--- config.mk ---
export PLATFORM = sky130hd
export DESIGN_NAME = strap_sampling_config
export DESIGN_NICKNAME = d
export VERILOG_FILES = /design/src/hw/strap_pkg.sv /design/src/hw/xor_chain.sv /design/src/hw/strap_sampling_config.sv
export SDC_FILE = /design/constraint.sdc
export NUM_CORES = 1
export LEC_CHECK = 0
export BUFFER_PORTS_ARGS = -buffer_cell sky130_fd_sc_hd__buf_4
export CAP_MARGIN = 20
export CELL_PAD_IN_SITES_DETAIL_PLACEMENT = 2
export CELL_PAD_IN_SITES_GLOBAL_PLACEMENT = 2
export CORE_ASPECT_RATIO = 1.2
export CORE_MARGIN = 10
export CORE_UTILIZATION = 20
export CTS_BUF_LIST = sky130_fd_sc_hd__clkbuf_2 sky130_fd_sc_hd__clkbuf_4 sky130_fd_sc_hd__clkbuf_8
export DETAILED_ROUTE_END_ITERATION = 8
export PLACE_DENSITY_LB_ADDON = 0.1
export SETUP_SLACK_MARGIN = 0.5
export SYNTH_ARGS = -nofsm -noshare
export SYNTH_HDL_FRONTEND = slang
export SYNTH_SLANG_ARGS = --single-unit
--- constraint.sdc ---
create_clock -name mclk_i -period 1.9 [get_ports mclk_i]
set_input_delay 0.38 -clock mclk_i [delete_from_list [all_inputs] [get_ports mclk_i]]
set_output_delay 0.38 -clock mclk_i [all_outputs]
set_load 0.005 [all_outputs]
--- src/hw/strap_pkg.sv ---
// strap capture package: register indices, field positions, decode values
// assumes a 32-bit classic wishbone slave with word-aligned registers
package strap_pkg;

    // register indices; byte address is four times the index
    localparam logic [15:0] STRAP_STATUS_IDX = 16'hFF12;
    localparam logic [15:0] DECODE_IDX       = 16'hFF14;
    localparam logic [15:0] CTRL_IDX         = 16'hFF16;

    // strap_status_reg fields
    localparam int STS_SHARED_BIT = 0;
    localparam int STS_BASE0_BIT  = 1;
    localparam int STS_BASE1_BIT  = 2;

    // decode register fields
    localparam int DEC_ENV_LSB    = 0;
    localparam int DEC_XOR_BIT    = 2;
    localparam int DEC_FLOAT_BIT  = 3;
    localparam int DEC_CORE_BIT   = 4;
    localparam int DEC_SHARED_BIT = 5;
    localparam int DEC_ADDR_LSB   = 8;

    // control register fields
    localparam int CTRL_HOLD_BIT  = 0;

    // configuration index-data pair base addresses
    localparam logic [7:0] CFG_BASE_LOW  = 8'h2E;
    localparam logic [7:0] CFG_BASE_HIGH = 8'h4E;
    localparam logic [7:0] CFG_BASE_NONE = 8'h00;

    // values after reset
    localparam logic [1:0]  BASE_SEL_RESET = 2'h0;
    localparam logic [1:0]  ENV_SEL_RESET  = 2'h0;
    localparam logic        CTRL_HOLD_RST  = 1'h0;
    localparam logic [31:0] WB_DATA_RESET  = 32'h00000000;

    // base-select strap decode, written {bit1, bit0}
    typedef enum logic [1:0] {
        BASE_LOW  = 2'b00,
        BASE_HIGH = 2'b01,
        BASE_CORE = 2'b10,
        BASE_XOR  = 2'b11
    } base_sel_type;

    // environment strap decode, written {bit1, bit0}
    typedef enum logic [1:0] {
        ENV_FIRST   = 2'b00,
        ENV_SECOND  = 2'b10,
        ENV_THIRD   = 2'b01,
        ENV_INVALID = 2'b11
    } env_type;

endpackage : strap_pkg

--- src/hw/xor_chain.sv ---
// xor chain across the observed pin levels
// assumes the pin vector is synchronous to the clock of the user
`timescale 1ns/10ps
`default_nettype none
module xor_chain #(
    parameter int WIDTH = 32
) (
    // pins under test
    input  wire logic [WIDTH-1:0] pins_i,
    // chain result
    output logic                  chain_o
);
    logic [WIDTH:0] link;

    assign link[0] = 1'b0;

    genvar g;
    generate
        for (g = 0; g < WIDTH; g++) begin : g_stage
            assign link[g+1] = link[g] ^ pins_i[g];
        end
    endgenerate

    assign chain_o = link[WIDTH];
endmodule : xor_chain
`default_nettype wire

--- src/hw/strap_sampling_config.sv ---
// strap capture and decode with a classic wishbone register slave
// assumes srst_i is the supply power-up reset, straps steady during it
`timescale 1ns/10ps
`default_nettype none

module strap_sampling_config
    import strap_pkg::*;
#(
    parameter int PIN_COUNT = 32,
    parameter int ADR_WIDTH = 18
) (
    // clock, reset, enable
    input  wire logic                 mclk_i,
    input  wire logic                 srst_i,
    input  wire logic                 ce_i,
    // strap pins
    input  wire logic [1:0]           cfg_base_select_i,
    input  wire logic [1:0]           environment_select_i,
    input  wire logic                 shared_bios_strap_i,
    input  wire logic                 float_all_strap_i,
    // pins observed by the xor chain
    input  wire logic [PIN_COUNT-1:0] tree_pins_i,
    // wishbone slave
    input  wire logic                 wb_cyc_i,
    input  wire logic                 wb_stb_i,
    input  wire logic                 wb_we_i,
    input  wire logic [ADR_WIDTH-1:0] wb_adr_i,
    input  wire logic [3:0]           wb_sel_i,
    input  wire logic [31:0]          wb_dat_i,
    output logic                      wb_ack_o,
    output logic                      wb_err_o,
    output logic [31:0]               wb_dat_o,
    // decoded configuration
    output logic [7:0]                cfg_base_addr_o,
    output logic                      cfg_base_core_o,
    output logic                      xor_test_mode_o,
    output logic                      first_environment_o,
    output logic                      second_environment_o,
    output logic                      third_environment_o,
    output logic                      env_invalid_o,
    output logic                      shared_bios_en_o,
    output logic                      float_all_o,
    output logic                      xor_out_o
);

    // strap capture state
    logic [1:0] base_sel_reg;
    logic [1:0] base_sel_next;
    logic [1:0] env_sel_reg;
    logic [1:0] env_sel_next;
    logic       shared_reg;
    logic       shared_next;
    logic       float_reg;
    logic       float_next;

    // decoded output state
    logic [7:0] base_addr_reg;
    logic [7:0] base_addr_next;
    logic       core_reg;
    logic       core_next;
    logic       xor_mode_reg;
    logic       xor_mode_next;
    logic [3:0] env_onehot_reg;
    logic [3:0] env_onehot_next;
    logic       shared_en_reg;
    logic       shared_en_next;
    logic       float_all_reg;
    logic       float_all_next;
    logic       xor_out_reg;
    logic       xor_out_next;

    // bus state
    logic        ack_reg;
    logic        ack_next;
    logic        err_reg;
    logic        err_next;
    logic [31:0] rdata_reg;
    logic [31:0] rdata_next;
    logic        hold_reg;
    logic        hold_next;

    logic        chain;
    logic        req;
    logic [15:0] idx;
    logic [7:0]  status_byte;
    logic [31:0] decode_word;

    xor_chain #(
        .WIDTH (PIN_COUNT)
    ) u_chain (
        .pins_i  (tree_pins_i),
        .chain_o (chain)
    );

    // straps follow the pins while reset is held, then stay put
    always_comb begin
        base_sel_next = base_sel_reg;
        env_sel_next  = env_sel_reg;
        shared_next   = shared_reg;
        float_next    = float_reg;
        if (srst_i) begin
            base_sel_next = cfg_base_select_i;
            env_sel_next  = environment_select_i;
            shared_next   = shared_bios_strap_i;
            float_next    = float_all_strap_i;
        end
    end

    always_ff @(posedge mclk_i) begin
        if (ce_i) begin
            base_sel_reg <= base_sel_next;
            env_sel_reg  <= env_sel_next;
            shared_reg   <= shared_next;
            float_reg    <= float_next;
        end
    end

    // decode of the captured straps
    always_comb begin
        base_addr_next  = CFG_BASE_NONE;
        core_next       = 1'b0;
        xor_mode_next   = 1'b0;
        env_onehot_next = 4'h0;
        case (base_sel_type'(base_sel_reg))
            BASE_LOW:  base_addr_next = CFG_BASE_LOW;
            BASE_HIGH: base_addr_next = CFG_BASE_HIGH;
            BASE_CORE: core_next      = 1'b1;
            BASE_XOR:  xor_mode_next  = 1'b1;
            default:   base_addr_next = CFG_BASE_NONE;
        endcase
        case (env_type'(env_sel_reg))
            ENV_FIRST:   env_onehot_next = 4'h1;
            ENV_SECOND:  env_onehot_next = 4'h2;
            ENV_THIRD:   env_onehot_next = 4'h4;
            ENV_INVALID: env_onehot_next = 4'h8;
            default:     env_onehot_next = 4'h8;
        endcase
        shared_en_next = shared_reg;
        // float needs the strap, no xor test and the first or second environment
        float_all_next = float_reg && !xor_mode_next
                         && (env_onehot_next[0] || env_onehot_next[1]);
        xor_out_next = xor_out_reg;
        if (!xor_mode_next) begin
            xor_out_next = 1'b0;
        end else if (!hold_reg) begin
            xor_out_next = chain;
        end
    end

    always_ff @(posedge mclk_i) begin
        if (srst_i) begin
            base_addr_reg  <= CFG_BASE_NONE;
            core_reg       <= 1'b0;
            xor_mode_reg   <= 1'b0;
            env_onehot_reg <= 4'h0;
            shared_en_reg  <= 1'b0;
            float_all_reg  <= 1'b0;
            xor_out_reg    <= 1'b0;
        end else if (ce_i) begin
            base_addr_reg  <= base_addr_next;
            core_reg       <= core_next;
            xor_mode_reg   <= xor_mode_next;
            env_onehot_reg <= env_onehot_next;
            shared_en_reg  <= shared_en_next;
            float_all_reg  <= float_all_next;
            xor_out_reg    <= xor_out_next;
        end
    end

    // register images
    assign idx = wb_adr_i[ADR_WIDTH-1:2];
    assign req = wb_cyc_i && wb_stb_i && !ack_reg && !err_reg;

    always_comb begin
        status_byte                 = 8'h00;
        status_byte[STS_SHARED_BIT] = shared_reg;
        status_byte[STS_BASE0_BIT]  = base_sel_reg[0];
        status_byte[STS_BASE1_BIT]  = base_sel_reg[1];
    end

    always_comb begin
        decode_word                          = 32'h00000000;
        decode_word[DEC_ENV_LSB +: 2]        = env_sel_reg;
        decode_word[DEC_XOR_BIT]             = xor_mode_reg;
        decode_word[DEC_FLOAT_BIT]           = float_all_reg;
        decode_word[DEC_CORE_BIT]            = core_reg;
        decode_word[DEC_SHARED_BIT]          = shared_en_reg;
        decode_word[DEC_ADDR_LSB +: 8]       = base_addr_reg;
    end

    // one ack or err per request, answered one cycle after it appears
    always_comb begin
        ack_next   = 1'b0;
        err_next   = 1'b0;
        rdata_next = rdata_reg;
        hold_next  = hold_reg;
        if (req) begin
            rdata_next = WB_DATA_RESET;
            case (idx)
                STRAP_STATUS_IDX: begin
                    ack_next   = 1'b1;
                    rdata_next = {24'h000000, status_byte};
                end
                DECODE_IDX: begin
                    ack_next   = 1'b1;
                    rdata_next = decode_word;
                end
                CTRL_IDX: begin
                    ack_next = 1'b1;
                    rdata_next[CTRL_HOLD_BIT] = hold_reg;
                    if (wb_we_i && wb_sel_i[0]) begin
                        hold_next = wb_dat_i[CTRL_HOLD_BIT];
                    end
                end
                default: err_next = 1'b1;
            endcase
        end
    end

    always_ff @(posedge mclk_i) begin
        if (srst_i) begin
            ack_reg   <= 1'b0;
            err_reg   <= 1'b0;
            rdata_reg <= WB_DATA_RESET;
            hold_reg  <= CTRL_HOLD_RST;
        end else if (ce_i) begin
            ack_reg   <= ack_next;
            err_reg   <= err_next;
            rdata_reg <= rdata_next;
            hold_reg  <= hold_next;
        end
    end

    assign wb_ack_o             = ack_reg;
    assign wb_err_o             = err_reg;
    assign wb_dat_o             = rdata_reg;
    assign cfg_base_addr_o      = base_addr_reg;
    assign cfg_base_core_o      = core_reg;
    assign xor_test_mode_o      = xor_mode_reg;
    assign first_environment_o  = env_onehot_reg[0];
    assign second_environment_o = env_onehot_reg[1];
    assign third_environment_o  = env_onehot_reg[2];
    assign env_invalid_o        = env_onehot_reg[3];
    assign shared_bios_en_o     = shared_en_reg;
    assign float_all_o          = float_all_reg;
    assign xor_out_o            = xor_out_reg;
endmodule : strap_sampling_config
`default_nettype wire

; Word level (Yosys, flattened, before mapping)
; Cells that the tools add are included.
[totals]
register_bits = 58
inputBits = 98
output_inout_bits = 51
wordCells = 85
[classes]
n_eq_ne = 10
n_mux = 12
bitwise = 31
reduce_logical = 17
[op_table]
columns = op, count
row1 = "16-bit == test, second input constant", 3
row2 = 1-bit XOR, 31
row3 = 15-bit case mux with 2 select lines, 1
row4 = 4-bit case mux with 4 select lines, 1
row5 = 7-bit case mux with 2 select lines, 1
row6 = "2-bit == test, second input constant", 4
row7 = 1-bit two-way mux, 8
row8 = 1-bit logical AND, 6
row9 = 2-bit AND reduction, 3
row10 = "2-bit by 1-bit == test with 1-bit output, second input constant", 2
row11 = 2-bit logical NOT, 2
row12 = 4-bit AND reduction, 1
row13 = 1-bit logical NOT, 3
row14 = 1-bit case mux with 3 select lines, 1
row15 = 3-bit OR reduction, 1
row16 = "2-bit != test, second input constant", 1
row17 = 1-bit logical OR, 1

; Logic depth before layout (Yosys ltp)
; Gate-level depths: netlist (run 1).
[logic_depth]
depth_word = 33
ltp_mapped = 7
ltp_nobuf = 6

; Cells and area by module
; From an unflattened synthesis (run 1), not the netlist that was laid out.
[hier_totals]
hier_cells = 178
hier_area_um2 = 1671.6
[modules_own_cells]
columns = module, instances, cells_each, area_each_um2, seq_area_each_um2
row1 = strap_sampling_config, 1, 147, 1400.1, 660.6
row2 = xor_chain, 1, 31, 271.5, 0.0

; Least setup slack after synthesis (run 1)
; OpenSTA, ideal clock, no wires.
[synth_timing]
path_kind = in2reg
start = input wb_adr_i[2]
end = register hold_reg
setup_ps = 128
arrival_ps = 1318
required_time_ps = 1772
path_slack_ps = 454
stages = 5
n_path_buf = 0
path_cell_list = nor4b_2 > nand4_2 > nor3_1 > mux2i_1 > nor2_1
[synth_between]
elab_chain_cells = 2
[synth_rtl]
columns = element, line_no
row1 = start: declaration, strap_sampling_config.sv:27  ; input wire logic [ADR_WIDTH-1:0] wb_adr_i,
row2 = 16-bit == test, strap_sampling_config.sv:199  ; case (idx)
row3 = 4-bit AND reduction (no line), -
row4 = end signal: assignment, strap_sampling_config.sv:230  ; hold_reg <= hold_next;
row5 = end: declaration, strap_sampling_config.sv:79  ; logic hold_reg;
; No other way between the ends.
; A chain may end at the register's enable or synchronous reset.

; Worst setup path in the final report (run 1)
[layout_timing]
start = input wb_adr_i[2]
end = register rdata_reg[5], in the netlist wb_dat_o[5]
[layout_between]
elab_chain_cells = 2
elab_cells_between_ends = 3
classes_between = 2 x eq/ne / 1 x mux
[layout_rtl]
columns = element, line_no
row1 = 16-bit == test, strap_sampling_config.sv:199
row2 = 15-bit case mux with 2 select lines *, strap_sampling_config.sv:199
row3 = end signal: assignment, strap_sampling_config.sv:229  ; rdata_reg <= rdata_next;
row4 = end: declaration, strap_sampling_config.sv:77  ; logic [31:0] rdata_reg;
; Mark *: on every way between the ends. The rest lies on a longest branch, timed or not.

==> results of run 1 <==
==> logic make-up (layout without fill, tap and decap cells) <==
kind of cell              after synthesis  count (layout)
buffers and inverters                  38             102
other                                   1              24
DFF                                    30              30
xor gates and xnor gates               31              31
AOI/OAI and AO/OA                      27              27
and+or+nand+nor                        51              51
muxes                                   3               3
==> area by class of cell <==
class                           count  area, µm²  area share, %
Tap cell                          117        146           5.81
Clock inverter                      1       30.0           1.19
Sequential cell                    30        663           26.3
Timing Repair Buffer               91        687           27.3
Multi-Input combinational cell    136        898           35.7
Clock buffer                        7       83.8           3.33
Inverter                            3       11.3          0.447
==> layer usage <==
layer | global-route usage, % | up-vias | part of all wire (%)
met4 | 3.35 | 0 | 1.0
met3 | 5.28 | 5 | 13
met5 | 0 | - | 0
met1 | 8.38 | 699 | 36
met2 | 15.6 | 65 | 51
li1 | - | 731 | -
==> worst min-delay path by stage <==
stage / start / depth (start not counted) / to
floorplan: env_onehot_reg[3]$_SDFFE_PP0P_ / 2 / env_onehot_reg[3]$_SDFFE_PP0P_
global placement: env_onehot_reg[3]$_SDFFE_PP0P_ / 2 / env_onehot_reg[3]$_SDFFE_PP0P_
detailed placement: env_onehot_reg[3]$_SDFFE_PP0P_ / 2 / env_onehot_reg[3]$_SDFFE_PP0P_
CTS: float_all_strap_i / 1 / float_reg$_DFFE_PP_
global route: environment_select_i[0] / 1 / env_sel_reg[0]$_DFFE_PP_
finish: cfg_base_select_i[1] / 1 / base_sel_reg[1]$_DFFE_PP_
==> report_power, final <==
group | switching [µW] | internal (µW)
clock network | 234 | 420
registers | 25.5 | 675
logic | 167 | 234
total | 426 | 1330
==> timing repair <==
item,in CTS,in global routing
setup buffers,1,0
endpoints found under the setup margin,1,8
resized for setup,0,4
gates cloned,0,0
hold buffers,0,0
pin swaps,1,3
==> cell usage after synthesis (2+ instances only) <==
cell | count | area [µm²]
inv_1 | 3 | 11.3
o21ai_0 | 2 | 10.0
clkbuf_1 | 2 | 7.51
nor2_2 | 6 | 37.5
xor2_1 | 4 | 35.0
nor3_1 | 3 | 15.0
mux2i_1 | 2 | 20.0
nor2_1 | 19 | 71.3
buf_2 | 2 | 10.0
a22oi_2 | 6 | 75.1
edfxtp_1 | 6 | 180
nand3_1 | 3 | 15.0
a22oi_1 | 5 | 37.5
a21oi_1 | 9 | 45.0
nand2_1 | 7 | 26.3
xnor2_1 | 27 | 236
dfxtp_1 | 24 | 480
a22o_1 | 2 | 17.5
nand4_1 | 2 | 12.5
buf_4 | 28 | 210
and4_1 | 2 | 17.5
==> stage by stage <==
step	hold slack (ns)	power [µW]	setup WS, ns
2_1_floorplan	0.454	984	0.519
3_3_place_gp	0.455	1120	0.285
3_5_place_dp	0.462	1120	0.287
4_1_cts	0.265	1790	0.557
5_1_grt	0.264	1850	0.491
6_report	0.274	1760	0.580
==> worst register-to-register path: cells and delay by family (launching register included) <==
family / cells / cell delay [ns]
buf+inv: 1 / 0.18
flops: 1 / 0.33
mux: 1 / 0.20
simple gates: 4 / 0.50
==> results.md, run 1 <==
- Status: completed
- Max frequency: roughly 760 MHz
- # port buffers: around 90
- DRT antenna net count: 0
- CP bufs+invs: 1
- Yosys cell types: 38
- Mux cell area share after synthesis: under 10%
- Core Region: ~0.0085 mm²
- I/O pin cnt: approximately 150
- Max reg flops: 9
- Number of CTS-inserted buffers: 5
- Worst Path Arrival: between 1.5 and 2 ns
- Crit path depth: 7
- Critical R2R Launch: wb_ack_o$_SDFFE_PP0P_
- Reg2reg end: hold_reg$_SDFFE_PP0P_
- Final core occ: around 30%
- Syn Std Cell Area: approximately 0.0017 mm²
- Syn Area/Cell: about 9.6 µm²
- Adder-Cell Fraction of Synth Area: 0%
- Clk Latency, worst-skew pair: between 0.2 and 0.3 ns
- Post-Synth XOR/XNOR Area: between 15 and 20%
- Worst-path clk slew: around 0.060 ns
- Commonest non-fill, non-tap cells in the layout: buf_4 (90), xnor2_1 (27), conb_1 (24), dfxtp_1 (22), nor2_1 (19)
- Mapped Cells: 181
- Total vias in the final route: 1500
- Peak supply drop: between 0.3 and 0.4 mV
- Routed Wire Length: slightly below 6 mm
- CP Class: primary input to flip-flop
- Total global routing overflow: 0
- Placed insts: between 300 and 400
- # rows: 37
- Clk_skew: about 0.0026 ns
- PwrDens: between 600 and 700 mW/mm²
- Placed Area: approximately 0.0024 mm²
- Drt drc: 0
- Most common cell after layout, fill and taps aside: buf_4
- Global-route wire length before repair: 9.15 mm
- Number of max-cap violations: 0
- Sequential area share after synthesis: approximately two fifths
- Effective utilization at floorplan: between 20% and 30%
- Vias/cell: 3.90
- Root buf cell: clkbuf_8
- Initial antenna violation count: 0
- Post-synthesis compound-gate area fraction: between 10% and 20%
- Gpl congestion: about 0.67
- Simple-gate area share of the yosys netlist: between 15 and 20%
- #FFs+latches synth: 30
- Fraction of layout cells with a size suffix above 1: roughly 45%
- H-tree depth: 2
- Critical Path Max Stage Delay: around 0.26 ns
- CP Capture Type: flip-flop
- CP delay by family, top: simple AND/OR/NAND/NOR gates
- CP endpoint: wb_dat_o[5]$_SDFFE_PP0P_
- Die area: 0.0128 mm²
- Final setup vio count: 0
- R2r worst-path depth: 6
- Final slew viol count: 0
- Post-DP HPWL: about 4.9 mm
- Crit path launch type: primary input
- First-pass iteration count of the detailed router: 3
- Die Height: 122 µm
- Crit path time final: roughly 1.3 ns
- Top FF cell, synth: dfxtp_1
- Chip Width: roughly 100 µm
- Layout Nets: 365
- Worst Path Required: about 2.1 ns
- Fraction of registers with async set/reset: 0%
- Fin crit share: between 60% and 70%
- Clock buffer depth: 2
- Slowest-stage cell, CP: nor4b_4
- Inserted Diodes: 0
- GRT Total Usage: under 10%
- Vias in the first global route: between 1500 and 2000
- Hold crit path type: primary input to flip-flop
- LEAKAGE: between 0.001 and 0.0015 µW
- Post-synth EDFFs: 6
- Layout area overhead: 45.4%
- RSZ-0062 raised after global routing: yes
- Largest family of logic cells by synthesized area: buffers and inverters
- Post-Route Setup TNS: 0 ns
- CP Launch Point: wb_adr_i[2]
- CTS Sinks: 30
- Final Cell Area: between 0.002 and 0.003 mm²
- Yosys warning total: 0
- Reg-to-reg slack, setup: between 0.5 and 0.6 ns
- Hold Vio Cnt, Final: 0
- CTS tree: yes
- Non-filler cells, final: 385
- Pin count of the biggest net entering global routing: 27
- Fillcell total: between 1000 and 1500
- Routed WL per cell: roughly 15 µm
- Worst path cell trace: buf_4 > nor4b_4 > nand4_2 > nor2_4 > and2_4 > a22oi_2 > nor2_2
- Number of DRC markers in iteration 0: 20
- Crit Path Max Fanout: 6
(Power assumes the default switching activity.)
==> run 2: changes to the inputs <==
- clock period: 1.9 -> 1.3 ns (I/O delays scaled with it)
==> results.md, run 2 (synthesis gave the netlist of run 1 again) <==
- Routed Wire Length: 6.66 mm
- Inserted Diodes: 0
- Routed WL per cell: between 15 and 20 µm
- Peak supply drop: ~0.33 mV
- Layout Nets: slightly above 400
- Vias in the first global route: between 1500 and 2000
- Initial antenna violation count: 0
- Gpl congestion: 0.699
- Crit path launch type: flip-flop
- Clk Latency, worst-skew pair: around 0.28 ns
- RSZ-0062 raised after global routing: yes
- CP Capture Type: flip-flop
- Core Region: 0.00852 mm²
- Fraction of layout cells with a size suffix above 1: between 60 and 70%
- Clock group share of total power: between 30 and 40%
- Drt drc: 0
- Number of CTS-inserted buffers: 5
- Final slew viol count: 0
- Chip Width: roughly 100 µm
- Commonest non-fill, non-tap cells in the layout: buf_4 (84), buf_6 (45), conb_1 (24), dfxtp_2 (19)
- Layout area overhead: 87.4%
- Effective utilization at floorplan: about 20%
- Global-route wire length before repair: about 10 mm
- CTS tree: yes
- Combinational share of power: between 30 and 40%
- Hold Vio Cnt, Final: 0
- Vias/cell: slightly below 4
- Post-DP HPWL: about 5.2 mm
- CTS Sinks: 30
- # rows: 37
- Pin count of the biggest net entering global routing: 18
- Status: completed
- LEAKAGE: ~0.0014 µW
- CP delay by family, top: flip-flops
- Worst Path Required: about 1.5 ns
- I/O pin cnt: 149
- Number of DRC markers in iteration 0: 19
- Clock buffer depth: 2
- DRT antenna net count: 0
- CTS Hold Bufs: 0
- GRT Total Usage: 9.90%
- Internal power contribution: 1930 µW
- Clk_skew: 0.00420 ns
- Most common cell after layout, fill and taps aside: buf_4
- H-tree depth: 2
- Die area: between 0.01 and 0.015 mm²
- Final core occ: 38.1%
- Number of max-cap violations: 0
- Total global routing overflow: 0
- Crit path time final: about 1.2 ns
- Critical Path Max Stage Delay: ~0.38 ns
- Total vias in the final route: around 1700
- Sequential Power Share: about two fifths
- Hold crit path type: primary input to flip-flop
- Worst-path clk slew: 0.07 ns
- PwrDens: between 800 and 900 mW/mm²
- Sw frac: 27.3%
- Reg-to-reg slack, setup: just over 0.06 ns
- Worst Path Arrival: 1.42 ns
- Die Height: between 100 and 150 µm
- Fin crit share: a little over nine tenths
- Crit Path Max Fanout: 2
- Root buf cell: clkbuf_8
- CP bufs+invs: 1
- # port buffers: slightly below 90
- Max frequency: 808 MHz
- Hold_ws: between 0.1 and 0.15 ns
- Worst path cell trace: mux2_2 > a22oi_2 > nor3_2 > buf_4 > a21oi_2 > nor2_1
- Final setup vio count: 0
- Net Sw Power: 727 µW
- Slowest-stage cell, CP: edfxtp_1
- First-pass iteration count of the detailed router: 2
- Max reg flops: 9
- CP Class: flip-flop to flip-flop
-- run 2: changes by cell type in the layout (fill, tap and decap cells not counted), moves of 6 or more --
| cell | delta |
|---|---|
| buf_6 | +44 |
| xnor2_1 | -11 |
| dfxtp_2 | +17 |
| dfxtp_1 | -20 |
| xnor2_2 | +11 |
| buf_4 | -6 |
-- run 2: power by group through the flow --
stage | Combinational (µW) | Sequential (µW) | Clock, µW
4_1_cts | 720 | 1010 | 851
3_5_place_dp | 637 | 1040 | 0
6_report | 829 | 1010 | 814
2_1_floorplan | 413 | 1030 | 0
5_1_grt | 906 | 1020 | 891
3_3_place_gp | 623 | 1040 | 0
-- run 2: cell type report --
type / instances / area (µm²)
fillers: 961 / 5270
repair buffers: 131 / 1180
multi-input cells: 136 / 1110
flip-flops and latches: 30 / 696
well taps: 117 / 146
clock buffers: 7 / 90.1
inverters: 3 / 16.3
clock inverters: 1 / 5.00
-- run 2: final timing paths --
check	endpoint	cells after the start	startpoint
setup / recovery	wb_dat_o[0]$_SDFFE_PP0P_	6	shared_en_next$_DFFE_PP_
hold / removal	base_sel_reg[0]$_DFFE_PP_	1	cfg_base_select_i[0]
setup reg to reg	wb_dat_o[0]$_SDFFE_PP0P_	6	shared_en_next$_DFFE_PP_
hold reg to reg	env_onehot_reg[3]$_SDFFE_PP0P_	2	env_onehot_reg[3]$_SDFFE_PP0P_
-- run 2: worst register-to-register path, delay by kind of cell (launching register included) --
kind / cells / cell delay (ns)
and+or+nand+nor: 2 / 0.10
DFF: 1 / 0.38
AOI/OAI and AO/OA: 2 / 0.24
muxes: 1 / 0.28
buffers and inverters: 1 / 0.13
-- run 2: repair_timing --
item | in CTS | in global routing
resized for setup | 78 | 35
buffers inserted | 21 | 6
hold endpoints to repair | 0 | 0
endpoints found under the setup margin | 50 | 51
cloned | 0 | 1
pin swaps | 10 | 28
-- run 2: metal layers --
metal,share of wire (%),GRT usage [%]
met1,34,9.30
met2,54,18.3
met3,11,5.39
met4,0.99,2.84
met5,0,0
-- run 2: through the flow --
stage          instance area (µm²)  setup WS [ns]  power (µW)  std cells  TNS, ns
5_1_grt                       3250        -0.0289        2820        425  -0.0512
4_1_cts                       2990         0.0530        2580        418        0
2_1_floorplan                 1860         0.0407        1450        204        0
6_report                      3250         0.0617        2660        425        0
3_5_place_dp                  2490         -0.194        1670        389    -1.89
3_3_place_gp                  2490         -0.233        1660        389    -1.66
